==> config.mk <==
export PLATFORM = sky130hd
export DESIGN_NAME = irp_port_decode
export DESIGN_NICKNAME = d
export VERILOG_FILES = /design/src/logic/irp_pkg.sv /design/src/logic/irp_clock_ram.sv /design/src/logic/irp_port_decode.sv
export SDC_FILE = /design/constraint.sdc
export NUM_CORES = 1
export LEC_CHECK = 0
export ABC_AREA = 1
export BUFFER_PORTS_ARGS = -buffer_cell sky130_fd_sc_hd__buf_4
export CAP_MARGIN = 20
export CORE_MARGIN = 2
export CORE_UTILIZATION = 50
export CTS_CLUSTER_SIZE = 16
export DETAILED_ROUTE_END_ITERATION = 8
export PLACE_DENSITY_LB_ADDON = 0.12
export SYNTH_ARGS = -nofsm -noshare
export SYNTH_HDL_FRONTEND = slang
export SYNTH_SLANG_ARGS = --single-unit
export TNS_END_PERCENT = 20
==> constraint.sdc <==
create_clock -name core_clk -period 11 [get_ports core_clk]
set_clock_uncertainty 0.2 [all_clocks]
set_input_delay 0.55 -clock core_clk [delete_from_list [all_inputs] [get_ports core_clk]]
set_output_delay 0.55 -clock core_clk [all_outputs]
set_load 0.02 [all_outputs]
==> src/logic/irp_pkg.sv <==
package irp_pkg;

    // direct-mapped port addresses, full 16-bit decode
    localparam logic [15:0] SETUP_IDX_PORT  = 16'h0022;
    localparam logic [15:0] SETUP_DATA_PORT = 16'h0023;
    localparam logic [15:0] CLOCK_IDX_PORT  = 16'h0070;
    localparam logic [15:0] CLOCK_DATA_PORT = 16'h0071;
    localparam logic [15:0] MONO_IDX_PORT   = 16'h03b4;
    localparam logic [15:0] MONO_DATA_PORT  = 16'h03b5;
    localparam logic [15:0] COLOR_IDX_PORT  = 16'h03d4;
    localparam logic [15:0] COLOR_DATA_PORT = 16'h03d5;
    localparam logic [15:0] CARD_IDX_PORT   = 16'h03e0;
    localparam logic [15:0] CARD_DATA_PORT  = 16'h03e1;

    // indexed spaces, used as array positions
    localparam int NUM_SPACES = 4;
    localparam int SP_SETUP   = 0;
    localparam int SP_CLOCK   = 1;
    localparam int SP_GFX     = 2;
    localparam int SP_CARD    = 3;

    localparam logic [7:0] IDX_RST = 8'h00;

    // clock space: time registers first, battery RAM above them
    localparam logic [6:0] CLK_REG_COUNT = 7'h0e;
    localparam int         RAM_BYTES     = 114;

    // setup space group start indexes
    localparam logic [7:0] G_MEMCTL  = 8'h00;
    localparam logic [7:0] G_GAP     = 8'h08;
    localparam logic [7:0] G_CACHE   = 8'h10;
    localparam logic [7:0] G_ROM     = 8'h20;
    localparam logic [7:0] G_MAPPING = 8'h30;
    localparam logic [7:0] G_PINMUX  = 8'h38;
    localparam logic [7:0] G_PWRMODE = 8'h40;
    localparam logic [7:0] G_WAKE    = 8'h50;
    localparam logic [7:0] G_ACTIV   = 8'h60;
    localparam logic [7:0] G_BATT    = 8'h70;
    localparam logic [7:0] G_CLKCTL  = 8'h80;
    localparam logic [7:0] G_DEBUG   = 8'h88;
    localparam logic [7:0] G_SMI     = 8'h90;
    localparam logic [7:0] G_GPIO    = 8'ha0;
    localparam logic [7:0] G_KBD     = 8'hc0;
    localparam logic [7:0] G_PERIPH  = 8'hd0;
    localparam logic [7:0] G_ISA     = 8'he0;
    localparam logic [7:0] G_IR      = 8'hea;
    localparam logic [7:0] G_CARDCFG = 8'hf0;
    localparam logic [7:0] G_REV     = 8'hff;

    typedef enum logic [4:0] {
        GRP_MEMCTL, GRP_GAP, GRP_CACHE, GRP_ROM, GRP_MAPPING, GRP_PINMUX,
        GRP_PWRMODE, GRP_WAKE, GRP_ACTIV, GRP_BATT, GRP_CLKCTL, GRP_DEBUG,
        GRP_SMI, GRP_GPIO, GRP_KBD, GRP_PERIPH, GRP_ISA, GRP_IR,
        GRP_CARDCFG, GRP_REV
    } irp_group_t;

    // one host i/o cycle, valid for the cycle a strobe is high
    typedef struct packed {
        logic [15:0] addr;
        logic [15:0] wdata;
        logic        wide;
        logic        wr;
        logic        rd;
    } irp_io_req_t;

    // port decode result
    typedef struct packed {
        logic       hit;
        logic       data;
        logic [1:0] space;
    } irp_hit_t;

    // access presented to one indexed space
    typedef struct packed {
        logic       wr;
        logic       rd;
        logic [7:0] index;
        logic [7:0] wdata;
    } irp_space_acc_t;

endpackage : irp_pkg

==> src/logic/irp_clock_ram.sv <==
`timescale 1ns/1ps

// battery-backed byte store above the clock's time registers
module irp_clock_ram (
    input  wire logic       core_clk,
    input  wire logic       rst_b,
    input  wire logic       wr,
    input  wire logic [6:0] index,
    input  wire logic [7:0] wdata,
    output logic      [7:0] rdata
);

    // no reset on the array: contents must survive a core reset
    logic [7:0] mem [irp_pkg::RAM_BYTES];
    logic [6:0] slot;

    assign slot = index - irp_pkg::CLK_REG_COUNT;

    // byte write at the selected slot
    always_ff @(posedge core_clk) begin
        if (wr) begin
            mem[slot] <= wdata;
        end
    end

    // combinational read, registered by the port decoder
    assign rdata = mem[slot];

    AST_RAM_KEEPS: assert property (@(posedge core_clk) disable iff (!rst_b)
        wr |=> (mem[$past(slot)] == $past(wdata)))
        else $error("ram byte not stored");

endmodule : irp_clock_ram

==> src/logic/irp_port_decode.sv <==
`timescale 1ns/1ps

// Notes on behaviour
// - Ports 0022h/0023h are index/data of the chip setup space.
// - Ports 0070h/0071h are index/data of the clock and battery RAM space.
// - Graphics pair sits at 03B4h/03B5h for mono, 03D4h/03D5h for colour.
// - Card controller pair at 03E0h/03E1h, only when that controller exists.
// - Host writes index first; data accesses go to the stored index.
// - Each space keeps its written index until the next index write.
// - A 16-bit write to an index port: low byte index, high byte data.
// - Setup and clock ports decode only with upper address byte zero.
// - Clock space reaches time registers and 114 bytes of battery RAM.
// - Groups align to 8/16 bytes except IR EAh and rev FFh; memory setup 00h-07h, cache at 10h.
// - Groups: ROM 20h, mapping 30h, pins 38h, power 40h/50h/60h.
// - Groups: battery 70h, clock 80h, debug 88h, SMI 90h, GPIO A0h.
// - Groups: keyboard C0h, peripheral D0h, ISA E0h, IR EAh, card F0h, rev FFh.
// - Card configuration lives in setup space; runtime control in card space.
module irp_port_decode (
    input  wire logic                                   core_clk,
    input  wire logic                                   rst_b,
    input  wire irp_pkg::irp_io_req_t                   io_req,
    output logic                                        io_hit,
    output logic                                        io_rvalid,
    output logic [7:0]                                  io_rdata,
    input  wire logic                                   color_mode,
    input  wire logic                                   card_present,
    output irp_pkg::irp_space_acc_t [irp_pkg::NUM_SPACES-1:0] space_acc,
    input  wire logic [irp_pkg::NUM_SPACES-1:0][7:0]    space_rdata,
    output irp_pkg::irp_group_t                         setup_group,
    output logic                                        setup_card_cfg
);

    // ------------------------------------------------------------------
    // helpers
    // ------------------------------------------------------------------

    // address to space; data port is the odd address of each pair
    function automatic irp_pkg::irp_hit_t port_decode(
        input logic [15:0] a,
        input logic        color,
        input logic        card
    );
        irp_pkg::irp_hit_t h;
        h       = '0;
        h.data  = a[0];
        if (a[15:1] == irp_pkg::SETUP_IDX_PORT[15:1]) begin
            h.hit   = 1'b1;
            h.space = 2'(irp_pkg::SP_SETUP);
        end else if (a[15:1] == irp_pkg::CLOCK_IDX_PORT[15:1]) begin
            h.hit   = 1'b1;
            h.space = 2'(irp_pkg::SP_CLOCK);
        end else if (!color && a[15:1] == irp_pkg::MONO_IDX_PORT[15:1]) begin
            h.hit   = 1'b1;
            h.space = 2'(irp_pkg::SP_GFX);
        end else if (color && a[15:1] == irp_pkg::COLOR_IDX_PORT[15:1]) begin
            h.hit   = 1'b1;
            h.space = 2'(irp_pkg::SP_GFX);
        end else if (card && a[15:1] == irp_pkg::CARD_IDX_PORT[15:1]) begin
            h.hit   = 1'b1;
            h.space = 2'(irp_pkg::SP_CARD);
        end
        return h;
    endfunction : port_decode

    // setup index to functional group, highest start first
    function automatic irp_pkg::irp_group_t group_of(input logic [7:0] i);
        irp_pkg::irp_group_t g;
        if      (i >= irp_pkg::G_REV)     g = irp_pkg::GRP_REV;
        else if (i >= irp_pkg::G_CARDCFG) g = irp_pkg::GRP_CARDCFG;
        else if (i >= irp_pkg::G_IR)      g = irp_pkg::GRP_IR;
        else if (i >= irp_pkg::G_ISA)     g = irp_pkg::GRP_ISA;
        else if (i >= irp_pkg::G_PERIPH)  g = irp_pkg::GRP_PERIPH;
        else if (i >= irp_pkg::G_KBD)     g = irp_pkg::GRP_KBD;
        else if (i >= irp_pkg::G_GPIO)    g = irp_pkg::GRP_GPIO;
        else if (i >= irp_pkg::G_SMI)     g = irp_pkg::GRP_SMI;
        else if (i >= irp_pkg::G_DEBUG)   g = irp_pkg::GRP_DEBUG;
        else if (i >= irp_pkg::G_CLKCTL)  g = irp_pkg::GRP_CLKCTL;
        else if (i >= irp_pkg::G_BATT)    g = irp_pkg::GRP_BATT;
        else if (i >= irp_pkg::G_ACTIV)   g = irp_pkg::GRP_ACTIV;
        else if (i >= irp_pkg::G_WAKE)    g = irp_pkg::GRP_WAKE;
        else if (i >= irp_pkg::G_PWRMODE) g = irp_pkg::GRP_PWRMODE;
        else if (i >= irp_pkg::G_PINMUX)  g = irp_pkg::GRP_PINMUX;
        else if (i >= irp_pkg::G_MAPPING) g = irp_pkg::GRP_MAPPING;
        else if (i >= irp_pkg::G_ROM)     g = irp_pkg::GRP_ROM;
        else if (i >= irp_pkg::G_CACHE)   g = irp_pkg::GRP_CACHE;
        else if (i >= irp_pkg::G_GAP)     g = irp_pkg::GRP_GAP;
        else                              g = irp_pkg::GRP_MEMCTL;
        return g;
    endfunction : group_of

    // ------------------------------------------------------------------
    // decode of the current cycle
    // ------------------------------------------------------------------

    irp_pkg::irp_hit_t dec;
    logic              idx_wr;
    logic              idx_rd;
    logic              dat_wr;
    logic              dat_rd;
    logic              split;
    logic [7:0]        tgt_index;
    logic [7:0]        tgt_wdata;
    logic [7:0]        idx_q [irp_pkg::NUM_SPACES];

    assign dec    = port_decode(io_req.addr, color_mode, card_present);
    assign io_hit = dec.hit & (io_req.wr | io_req.rd);

    // a wide index write also carries a data byte in the high lane
    assign split  = io_req.wr & dec.hit & ~dec.data & io_req.wide;
    assign idx_wr = io_req.wr & dec.hit & ~dec.data;
    assign idx_rd = io_req.rd & dec.hit & ~dec.data;
    assign dat_wr = (io_req.wr & dec.hit & dec.data) | split;
    assign dat_rd = io_req.rd & dec.hit & dec.data;

    // split write uses the index being written, not the stale one
    always_comb begin
        if (split) begin
            tgt_index = io_req.wdata[7:0];
            tgt_wdata = io_req.wdata[15:8];
        end else begin
            tgt_index = idx_q[dec.space];
            tgt_wdata = io_req.wdata[7:0];
        end
    end

    // ------------------------------------------------------------------
    // index registers, one per space
    // ------------------------------------------------------------------

    // the index holds until software writes its index port again
    for (genvar s = 0; s < irp_pkg::NUM_SPACES; s++) begin : g_index
        always_ff @(posedge core_clk or negedge rst_b) begin
            if (!rst_b) begin
                idx_q[s] <= irp_pkg::IDX_RST;
            end else if (idx_wr && dec.space == 2'(s)) begin
                idx_q[s] <= io_req.wdata[7:0];
            end
        end
    end

    // ------------------------------------------------------------------
    // clock space: time registers outside, battery bytes inside
    // ------------------------------------------------------------------

    logic       clk_space;
    logic       ram_sel;
    logic [7:0] ram_rdata;

    // bit 7 of the clock index does not take part in the byte address
    assign clk_space = dec.space == 2'(irp_pkg::SP_CLOCK);
    assign ram_sel   = clk_space & (tgt_index[6:0] >= irp_pkg::CLK_REG_COUNT);

    irp_clock_ram u_clock_ram (
        .core_clk (core_clk),
        .rst_b    (rst_b),
        .wr       (dat_wr & ram_sel),
        .index    (tgt_index[6:0]),
        .wdata    (tgt_wdata),
        .rdata    (ram_rdata)
    );

    // ------------------------------------------------------------------
    // access presented to each space
    // ------------------------------------------------------------------

    // battery bytes are served here, so the clock space sees no strobe
    for (genvar s = 0; s < irp_pkg::NUM_SPACES; s++) begin : g_acc
        logic here;
        assign here               = dec.space == 2'(s) && !(s == irp_pkg::SP_CLOCK && ram_sel);
        assign space_acc[s].wr    = dat_wr & here;
        assign space_acc[s].rd    = dat_rd & here;
        assign space_acc[s].index = (dec.space == 2'(s)) ? tgt_index : idx_q[s];
        assign space_acc[s].wdata = tgt_wdata;
    end

    // ------------------------------------------------------------------
    // read answer, one cycle after the read strobe
    // ------------------------------------------------------------------

    logic [7:0] rdata_d;
    logic [7:0] rdata_q;
    logic       rvalid_q;

    // unmapped reads answer 00h with io_hit low
    always_comb begin
        rdata_d = 8'h00;
        if (idx_rd) begin
            rdata_d = idx_q[dec.space];
        end else if (dat_rd && ram_sel) begin
            rdata_d = ram_rdata;
        end else if (dat_rd) begin
            rdata_d = space_rdata[dec.space];
        end
    end

    always_ff @(posedge core_clk or negedge rst_b) begin
        if (!rst_b) begin
            rdata_q  <= 8'h00;
            rvalid_q <= 1'b0;
        end else begin
            rdata_q  <= io_req.rd ? rdata_d : rdata_q;
            rvalid_q <= io_req.rd;
        end
    end

    assign io_rdata  = rdata_q;
    assign io_rvalid = rvalid_q;

    // ------------------------------------------------------------------
    // group of the current setup index
    // ------------------------------------------------------------------

    irp_pkg::irp_group_t group_q;

    // tracks the index register, so it follows split writes as well
    always_ff @(posedge core_clk or negedge rst_b) begin
        if (!rst_b) begin
            group_q <= irp_pkg::GRP_MEMCTL;
        end else if (idx_wr && dec.space == 2'(irp_pkg::SP_SETUP)) begin
            group_q <= group_of(io_req.wdata[7:0]);
        end
    end

    assign setup_group    = group_q;
    // socket count and dma options are here, never in the card space
    assign setup_card_cfg = group_q == irp_pkg::GRP_CARDCFG;

    // ------------------------------------------------------------------
    // checks
    // ------------------------------------------------------------------

    AST_SETUP_IDX: assert property (@(posedge core_clk) disable iff (!rst_b)
        (io_req.wr && !io_req.wide && io_req.addr == irp_pkg::SETUP_IDX_PORT)
        |=> idx_q[irp_pkg::SP_SETUP] == $past(io_req.wdata[7:0]))
        else $error("setup index not taken");

    AST_CLOCK_DATA: assert property (@(posedge core_clk) disable iff (!rst_b)
        (io_req.wr && io_req.addr == irp_pkg::CLOCK_DATA_PORT)
        |-> (space_acc[irp_pkg::SP_CLOCK].wr ^ ram_sel) && io_hit)
        else $error("clock data write not routed");

    AST_GFX_MODE: assert property (@(posedge core_clk) disable iff (!rst_b)
        (io_req.wr && io_req.addr == (color_mode ? irp_pkg::MONO_IDX_PORT
                                                  : irp_pkg::COLOR_IDX_PORT))
        |-> !io_hit ##1 $stable(idx_q[irp_pkg::SP_GFX]))
        else $error("graphics pair answered in wrong mode");

    AST_CARD_ABSENT: assert property (@(posedge core_clk) disable iff (!rst_b)
        (!card_present && io_req.rd && io_req.addr == irp_pkg::CARD_DATA_PORT)
        |-> !io_hit && !space_acc[irp_pkg::SP_CARD].rd)
        else $error("card port answered without controller");

    AST_DATA_ROUTE: assert property (@(posedge core_clk) disable iff (!rst_b)
        (io_req.rd && io_req.addr == irp_pkg::SETUP_DATA_PORT)
        |-> space_acc[irp_pkg::SP_SETUP].rd
            && space_acc[irp_pkg::SP_SETUP].index == idx_q[irp_pkg::SP_SETUP])
        else $error("data read not at stored index");

    AST_IDX_HOLD: assert property (@(posedge core_clk) disable iff (!rst_b)
        !(io_req.wr && io_req.addr == irp_pkg::CLOCK_IDX_PORT)
        |=> $stable(idx_q[irp_pkg::SP_CLOCK]))
        else $error("clock index changed without write");

    AST_SPLIT: assert property (@(posedge core_clk) disable iff (!rst_b)
        (io_req.wr && io_req.wide && io_req.addr == irp_pkg::SETUP_IDX_PORT)
        |-> space_acc[irp_pkg::SP_SETUP].wr
            && space_acc[irp_pkg::SP_SETUP].wdata == io_req.wdata[15:8]
            && space_acc[irp_pkg::SP_SETUP].index == io_req.wdata[7:0])
        else $error("wide index write not split");

    AST_NARROW_ADDR: assert property (@(posedge core_clk) disable iff (!rst_b)
        (io_req.addr[15:8] != 8'h00 && io_req.addr[7:0] == irp_pkg::SETUP_IDX_PORT[7:0])
        |-> !dec.hit)
        else $error("setup port aliased above 8-bit range");

    AST_READBACK: assert property (@(posedge core_clk) disable iff (!rst_b)
        (io_req.rd && io_req.addr == irp_pkg::SETUP_IDX_PORT)
        |=> io_rvalid && io_rdata == $past(idx_q[irp_pkg::SP_SETUP]))
        else $error("index readback wrong");

    AST_GROUP: assert property (@(posedge core_clk) disable iff (!rst_b)
        $rose(io_rvalid) |-> setup_group == group_of(idx_q[irp_pkg::SP_SETUP]))
        else $error("setup group out of step with index");

    // setup index write, shared by the group checks
    logic setup_iw;
    assign setup_iw = idx_wr && dec.space == 2'(irp_pkg::SP_SETUP);

    // battery bytes never strobe the outside clock space
    AST_RAM_ROUTE: assert property (@(posedge core_clk) disable iff (!rst_b)
        (dat_wr && clk_space && tgt_index[6:0] >= irp_pkg::CLK_REG_COUNT)
        |-> !space_acc[irp_pkg::SP_CLOCK].wr)
        else $error("battery byte reached clock space");

    // setup index moves only on its own port
    AST_SETUP_HOLD: assert property (@(posedge core_clk) disable iff (!rst_b)
        !setup_iw
        |=> $stable(idx_q[irp_pkg::SP_SETUP]))
        else $error("setup index changed without write");

    // indexes below the gap are memory setup
    AST_GRP_MEM: assert property (@(posedge core_clk) disable iff (!rst_b)
        (setup_iw && io_req.wdata[7:0] < irp_pkg::G_GAP)
        |=> setup_group == irp_pkg::GRP_MEMCTL)
        else $error("memory setup index misgrouped");

    // pin group starts at its own index
    AST_GRP_PIN: assert property (@(posedge core_clk) disable iff (!rst_b)
        (setup_iw && io_req.wdata[7:0] == irp_pkg::G_PINMUX)
        |=> setup_group == irp_pkg::GRP_PINMUX)
        else $error("pin group start misgrouped");

    // debug group splits the clock block
    AST_GRP_DBG: assert property (@(posedge core_clk) disable iff (!rst_b)
        (setup_iw && io_req.wdata[7:0] == irp_pkg::G_DEBUG)
        |=> setup_group == irp_pkg::GRP_DEBUG)
        else $error("debug group start misgrouped");

    // last index is the revision, not card config
    AST_GRP_REV: assert property (@(posedge core_clk) disable iff (!rst_b)
        (setup_iw && io_req.wdata[7:0] == irp_pkg::G_REV)
        |=> setup_group == irp_pkg::GRP_REV)
        else $error("revision index misgrouped");

    // card config flag only inside its index range
    AST_CARD_CFG: assert property (@(posedge core_clk) disable iff (!rst_b)
        setup_card_cfg
        |-> idx_q[irp_pkg::SP_SETUP] >= irp_pkg::G_CARDCFG && idx_q[irp_pkg::SP_SETUP] < irp_pkg::G_REV)
        else $error("card config flag outside its group");

    // clock index reads back as well
    AST_READBACK_CLK: assert property (@(posedge core_clk) disable iff (!rst_b)
        (io_req.rd && io_req.addr == irp_pkg::CLOCK_IDX_PORT)
        |=> io_rvalid && io_rdata == $past(idx_q[irp_pkg::SP_CLOCK]))
        else $error("clock index readback wrong");

    // refused ports still answer, with zero
    AST_UNMAPPED_RD: assert property (@(posedge core_clk) disable iff (!rst_b)
        (io_req.rd && !dec.hit)
        |=> io_rvalid && io_rdata == 8'h00)
        else $error("unmapped read not zero");

endmodule : irp_port_decode

; ---- Word level (Yosys, flattened, before mapping)
; Memory sizes are Yosys's and may differ from the RTL's.
; Index checks and enable logic that the tools add are counted.
[totals]
register_bits = 46
latchBits = 0
ram_bits = 912
rom_bits = 0
mem_count = 1
[classes]
n_addsub = 1
mul = 0
n_div = 0
order_cmp = 22
eq_ne = 9
shifts = 0
n_mux = 45
bitwise = 22
n_reduce_logical = 12
[mem_list]
columns = name, words, width, read_ports, rd_ports_with_merged_regs, wr, line
row1 = u_clock_ram.mem, 114, 8, 1, 0, 1, irp_clock_ram.sv:14  ; logic [7:0] mem [irp_pkg::RAM_BYTES];
[ops]
columns = operator, count
row1 = 8-bit two-way mux, 12
row2 = "8-bit greater-or-equal comparator, second input constant", 10
row3 = "15-bit by 9-bit == test with 1-bit output, second input constant", 3
row4 = 8-bit binary-select mux with 2-bit select, 2
row5 = "8-bit by 7-bit greater-or-equal comparator with 1-bit output, second input constant", 4
row6 = 4-bit two-way mux, 8
row7 = "8-bit by 6-bit greater-or-equal comparator with 1-bit output, second input constant", 3
row8 = 5-bit two-way mux, 4
row9 = 1-bit bitwise AND, 18
row10 = "15-bit by 5-bit == test with 1-bit output, second input constant", 1
row11 = "15-bit by 6-bit == test with 1-bit output, second input constant", 1
row12 = 2-bit two-way mux, 7
row13 = 3-bit two-way mux, 4
row14 = 1-bit logical AND, 9
row15 = "8-bit by 4-bit greater-or-equal comparator with 1-bit output, second input constant", 1
row16 = "8-bit by 5-bit greater-or-equal comparator with 1-bit output, second input constant", 1
row17 = 1-bit two-way mux, 8
row18 = "7-bit by 4-bit greater-or-equal comparator with 1-bit output, second input constant", 1
row19 = "7-bit by 4-bit subtractor with 7-bit output, second input constant", 1
row20 = "5-bit == test, second input constant", 1
row21 = "2-bit == test, second input constant", 2
row22 = "3-bit greater-or-equal comparator, second input constant", 1
row23 = "2-bit by 3-bit less-than comparator with 1-bit output, second input constant", 1
row24 = 2-bit NOT with 3-bit output, 1
row25 = other kinds (5), 7

; ---- Logic depth before layout (Yosys ltp)
[depth]
depth_word = 20
depth_mapped = 30
depth_no_buf = 25

; ---- By module
; Synthesis repeated with hierarchy kept, for this count alone.
[unflattened]
hier_cells = 4342
area_unflattened_um2 = 43028.8
[by_module_without_submodules]
columns = mod, instances, cells_each, area_each_um2, seq_area_each_um2
row1 = irp_clock_ram, 1, 3719, 39023.7, 27386.3
row2 = irp_port_decode, 1, 623, 4005.1, 1151.1

; ---- Least setup slack after synthesis
; Ideal clock, no wire load.
[synth_path]
path_type = input to output
startpoint = input io_req[22] (netlist bit)
endpoint = output space_acc[18] (netlist bit)
arrival_time_ns = 7.387
t_required_ns = 10.250
slack_ns = 2.863
path_stages = 15
n_path_buf = 3
path_cell_list = inv_1 nand2_1 inv_2 nand2_1 nor2_1 nand2_2 nand2_2 inv_2 nand2_1 nand4_1 buf_4 clkinv_1 clkbuf_1 o21ai_0 buf_4
[synth_lines]
columns = element, line
row1 = "start, declared", irp_port_decode.sv:21  ; input wire irp_pkg::irp_io_req_t io_req,
row2 = "end, declared", irp_port_decode.sv:27  ; output irp_pkg::irp_space_acc_t [irp_pkg::NUM_SPACES-1:0] space_acc,

; ---- Final worst setup path
[layout_path]
startpoint = input io_req[33] (netlist bit)
endpoint = register rdata_q[6] (netlist: io_rdata[6])
[layout_between]
elab_chain_cells = 17
[layout_rtl]
columns = element, line
row1 = "parallel branches: the longest is 16 deep, another holds 15-bit by 9-bit == test with 1-bit output", n/a
row2 = 8-bit two-way mux *, irp_port_decode.sv:187  ; if (idx_rd) begin
row3 = "end signal, assigned", irp_port_decode.sv:201  ; rdata_q <= io_req.rd ? rdata_d : rdata_q;
row4 = "end, declared", irp_port_decode.sv:181  ; logic [7:0] rdata_q;
; Every way passes the cells marked *. The select of a mux whose other input is x is not followed.
; A chain may end at the register's enable or synchronous reset.

==> impl_metrics.json <==
{
  "status": "complete, no violations",
  "clk_latency_ns": 0.69,
  "drtIter0Drc": 2730,
  "rows": 107,
  "power_mw": 7.40,
  "yosys-top-cells-area": "edfxtp_1 (64%), nand2_1 (10%), inv_1 (4.6%)",
  "grt_setup_unrepaired": "false",
  "slew_headroom_pct": 26.7,
  "cts.htree.levels": 3,
  "fin_cells": 5425,
  "die-area_um2": 87700,
  "worstSetupPathType": "primary input to flip-flop",
  "finalSetupViolations": 0,
  "grt_max_degree": 216,
  "path_clk_slew_ns": 0.06,
  "wl_um": 118000,
  "wl_met3_um": 8590,
  "final_cell_mix": "nand2_1 (1171), edfxtp_1 (912), inv_1 (520)",
  "peakVddDrop_uv": 141,
  "worstPathRequired_ns": 11.33,
  "fin_ws_ns": 4.65,
  "p_leak_nw": 18.2,
  "min_period_ns": 6.35,
  "yosysSeqAreaShare_pct": 66.9,
  "cts_tree": "yes",
  "crit_path_end_kind": "flip-flop",
  "fin_util_pct": 56.2,
  "die_height_um": 296,
  "drive_above_1_share_pct": 9.25,
  "synth.distinct_cells": 39,
  "fin_nets": 4277,
  "netlist.area_leader.share_pct": 64.2,
  "cts.repair.resized": 0,
  "met2_length_um": 54800,
  "slew_violations": 0,
  "hp-class": "primary input to flip-flop",
  "ys_warn_count": 0,
  "io_pins": 159,
  "worst_slew_pin_slew_ns": 1.10,
  "synth_cells": 4143,
  "synth.avg_cell_area_um2": 10.3,
  "cap_violations": 0,
  "grt.total_usage_pct": 26.7,
  "tns_ns": 0,
  "hold_viol_final": 0,
  "start_util_pct": 50.3,
  "grt_pass1_vias": 27200,
  "cts_num_sinks": 958,
  "cts_made_buffers": 99,
  "path_max_fanout": 91,
  "syn_area_um2": 42700,
  "area_growth_pct": 11.8,
  "viasPerCell": 5.43,
  "root_buffer": "clkbuf_16",
  "synth_top_area_cell": "edfxtp_1",
  "period_share_pct": 57.7,
  "io_buffers": 158,
  "post_drt_wl_per_cell_um": 21.7,
  "vias": 29400,
  "place_ws_ns": 4.16,
  "core-area_um2": 84900,
  "final_common_cell": "nand2_1",
  "ant_nets": 0,
  "arrival_ns": 6.68,
  "wl_met1_um": 50400,
  "dp_hpwl_um": 69200,
  "drc": 0,
  "grt_pass1_wl_um": 174000,
  "start_kind": "primary input",
  "routed.top_layer": "met5",
  "drtPass1Iterations": 7,
  "die_width_um": 296,
  "grt_antenna_before_repair": 1,
  "grt_overflow_total": 0,
  "synth-seq-cells": 958,
  "max_freq_mhz": 158,
  "place_inst": 5236,
  "cts_buffer_depth": 3,
  "powerDensity_nw_per_um2": 155,
  "place.gp.congestion": 0.883,
  "syn_nets": 4219
}
[where the power goes]
group	internal [mW]	switching [mW]	leakage, nW
logic	0.0399	0.115	7.83
clock network	1.80	1.45	1.52
registers	3.99	0.000142	8.80
total	5.84	1.56	18.2
[registers in the layout, indices dropped and copies added (netlist names)]
register / count
io_rdata: 8
idx_q: 32
io_rvalid: 1
u_clock_ram.mem: 912
setup_group: 5
[worst paths after layout]
check                            from             end  slack [ns]  depth (start not counted)
min                        io_req[10]  setup_group[3]        0.07                          3
min in group asynchronous       rst_b       idx_q[11]        0.28                          2
max in group asynchronous       rst_b     io_rdata[2]        9.84                          2
max                        io_req[33]     io_rdata[6]        4.65                         23
min reg2reg                  idx_q[2]        idx_q[2]        0.29                          2
max reg2reg                  idx_q[1]     io_rdata[6]        5.60                         19
[per-stage QoR]
step	area [um2]	hold slack, ns
3_3_place_gp	44500	0.270
5_1_grt	47700	0.0642
4_1_cts	47700	0.0239
2_1_floorplan	42700	0.0544
6_report	47700	0.0671
3_5_place_dp	44500	0.279
[worst max-delay path: stages]
cell	delay (ns)
buf_4	0.11
nor2_1	0.10
nand2_1	0.12
nor2_4	0.31
nand3_1	0.64
nand2_1	0.25
nor2_2	0.08
nor2_4	0.15
nand4_1	0.22
nand2_8	0.49
inv_6	0.33
ha_4	0.53
inv_4	0.71
buf_4	0.63
o211ai_1	0.23
nand3_1	0.13
nand2_1	0.12
nor2_1	0.10
nor2_1	0.05
nor2_1	0.25
nand2_1	0.09
nand2_1	0.07
nand4_1	0.08
[kinds of logic (layout without fill, tap and decap cells)]
group	count (synthesis)	in the layout	share of synthesized area (%)
simple gates	1950	1950	19.0
other cells	0	1	0
compound gates	454	454	6.32
fa+ha+maj	5	5	0.147
buf+inv	776	913	7.66
flops	958	958	66.9
[metal layers]
metal | GRT usage (%) | vias up
met5 | 0 | -
met4 | 8.36 | 2
met3 | 3.84 | 207
met2 | 43.2 | 1092
met1 | 37.6 | 14200
li1 | - | 13900
[area by class of cell]
type / instances / area (um2)
Antenna cell: 1 / 2.50
Fill cell: 7385 / 37200
Timing Repair Buffer: 197 / 1580
Tap cell: 1144 / 1430
Sequential cell: 958 / 28500
Clock buffer: 113 / 2530
Multi-Input combinational cell: 2409 / 11000
Clock inverter: 67 / 599
Inverter: 536 / 2020
[what timing repair did]
item,in CTS,in global routing
setup buffers,0,0
hold buffers,6,0
endpoints found under the hold margin,51,0
[Yosys cell counts]
library cell and instances:
o2111ai_1 3, edfxtp_1 912, nand2_1 1172, o22ai_1 1, nor2_8 3, o31ai_1 1, nand2_4 1, nand2_2 12
o21bai_1 1, nor4_1 1, nand3b_1 4, inv_1 522, nand3_2 11, inv_4 1, buf_1 4, nor3_1 7
clkbuf_1 61, o311ai_0 2, nor2_2 8, nor2_1 327, dfrtp_1 46, a221oi_1 2, buf_2 129, nand3_1 364
o21ai_1 4, nand4_1 33, buf_4 41, ha_1 5, or2_1 1, o21ai_2 2, o211ai_1 152, clkinv_1 4
nor2_4 5, a21o_1 1, buf_6 5, or2_2 1, o21ai_0 216, inv_2 9, a21oi_1 69
Note: power is estimated with default switching activity, not from simulation.
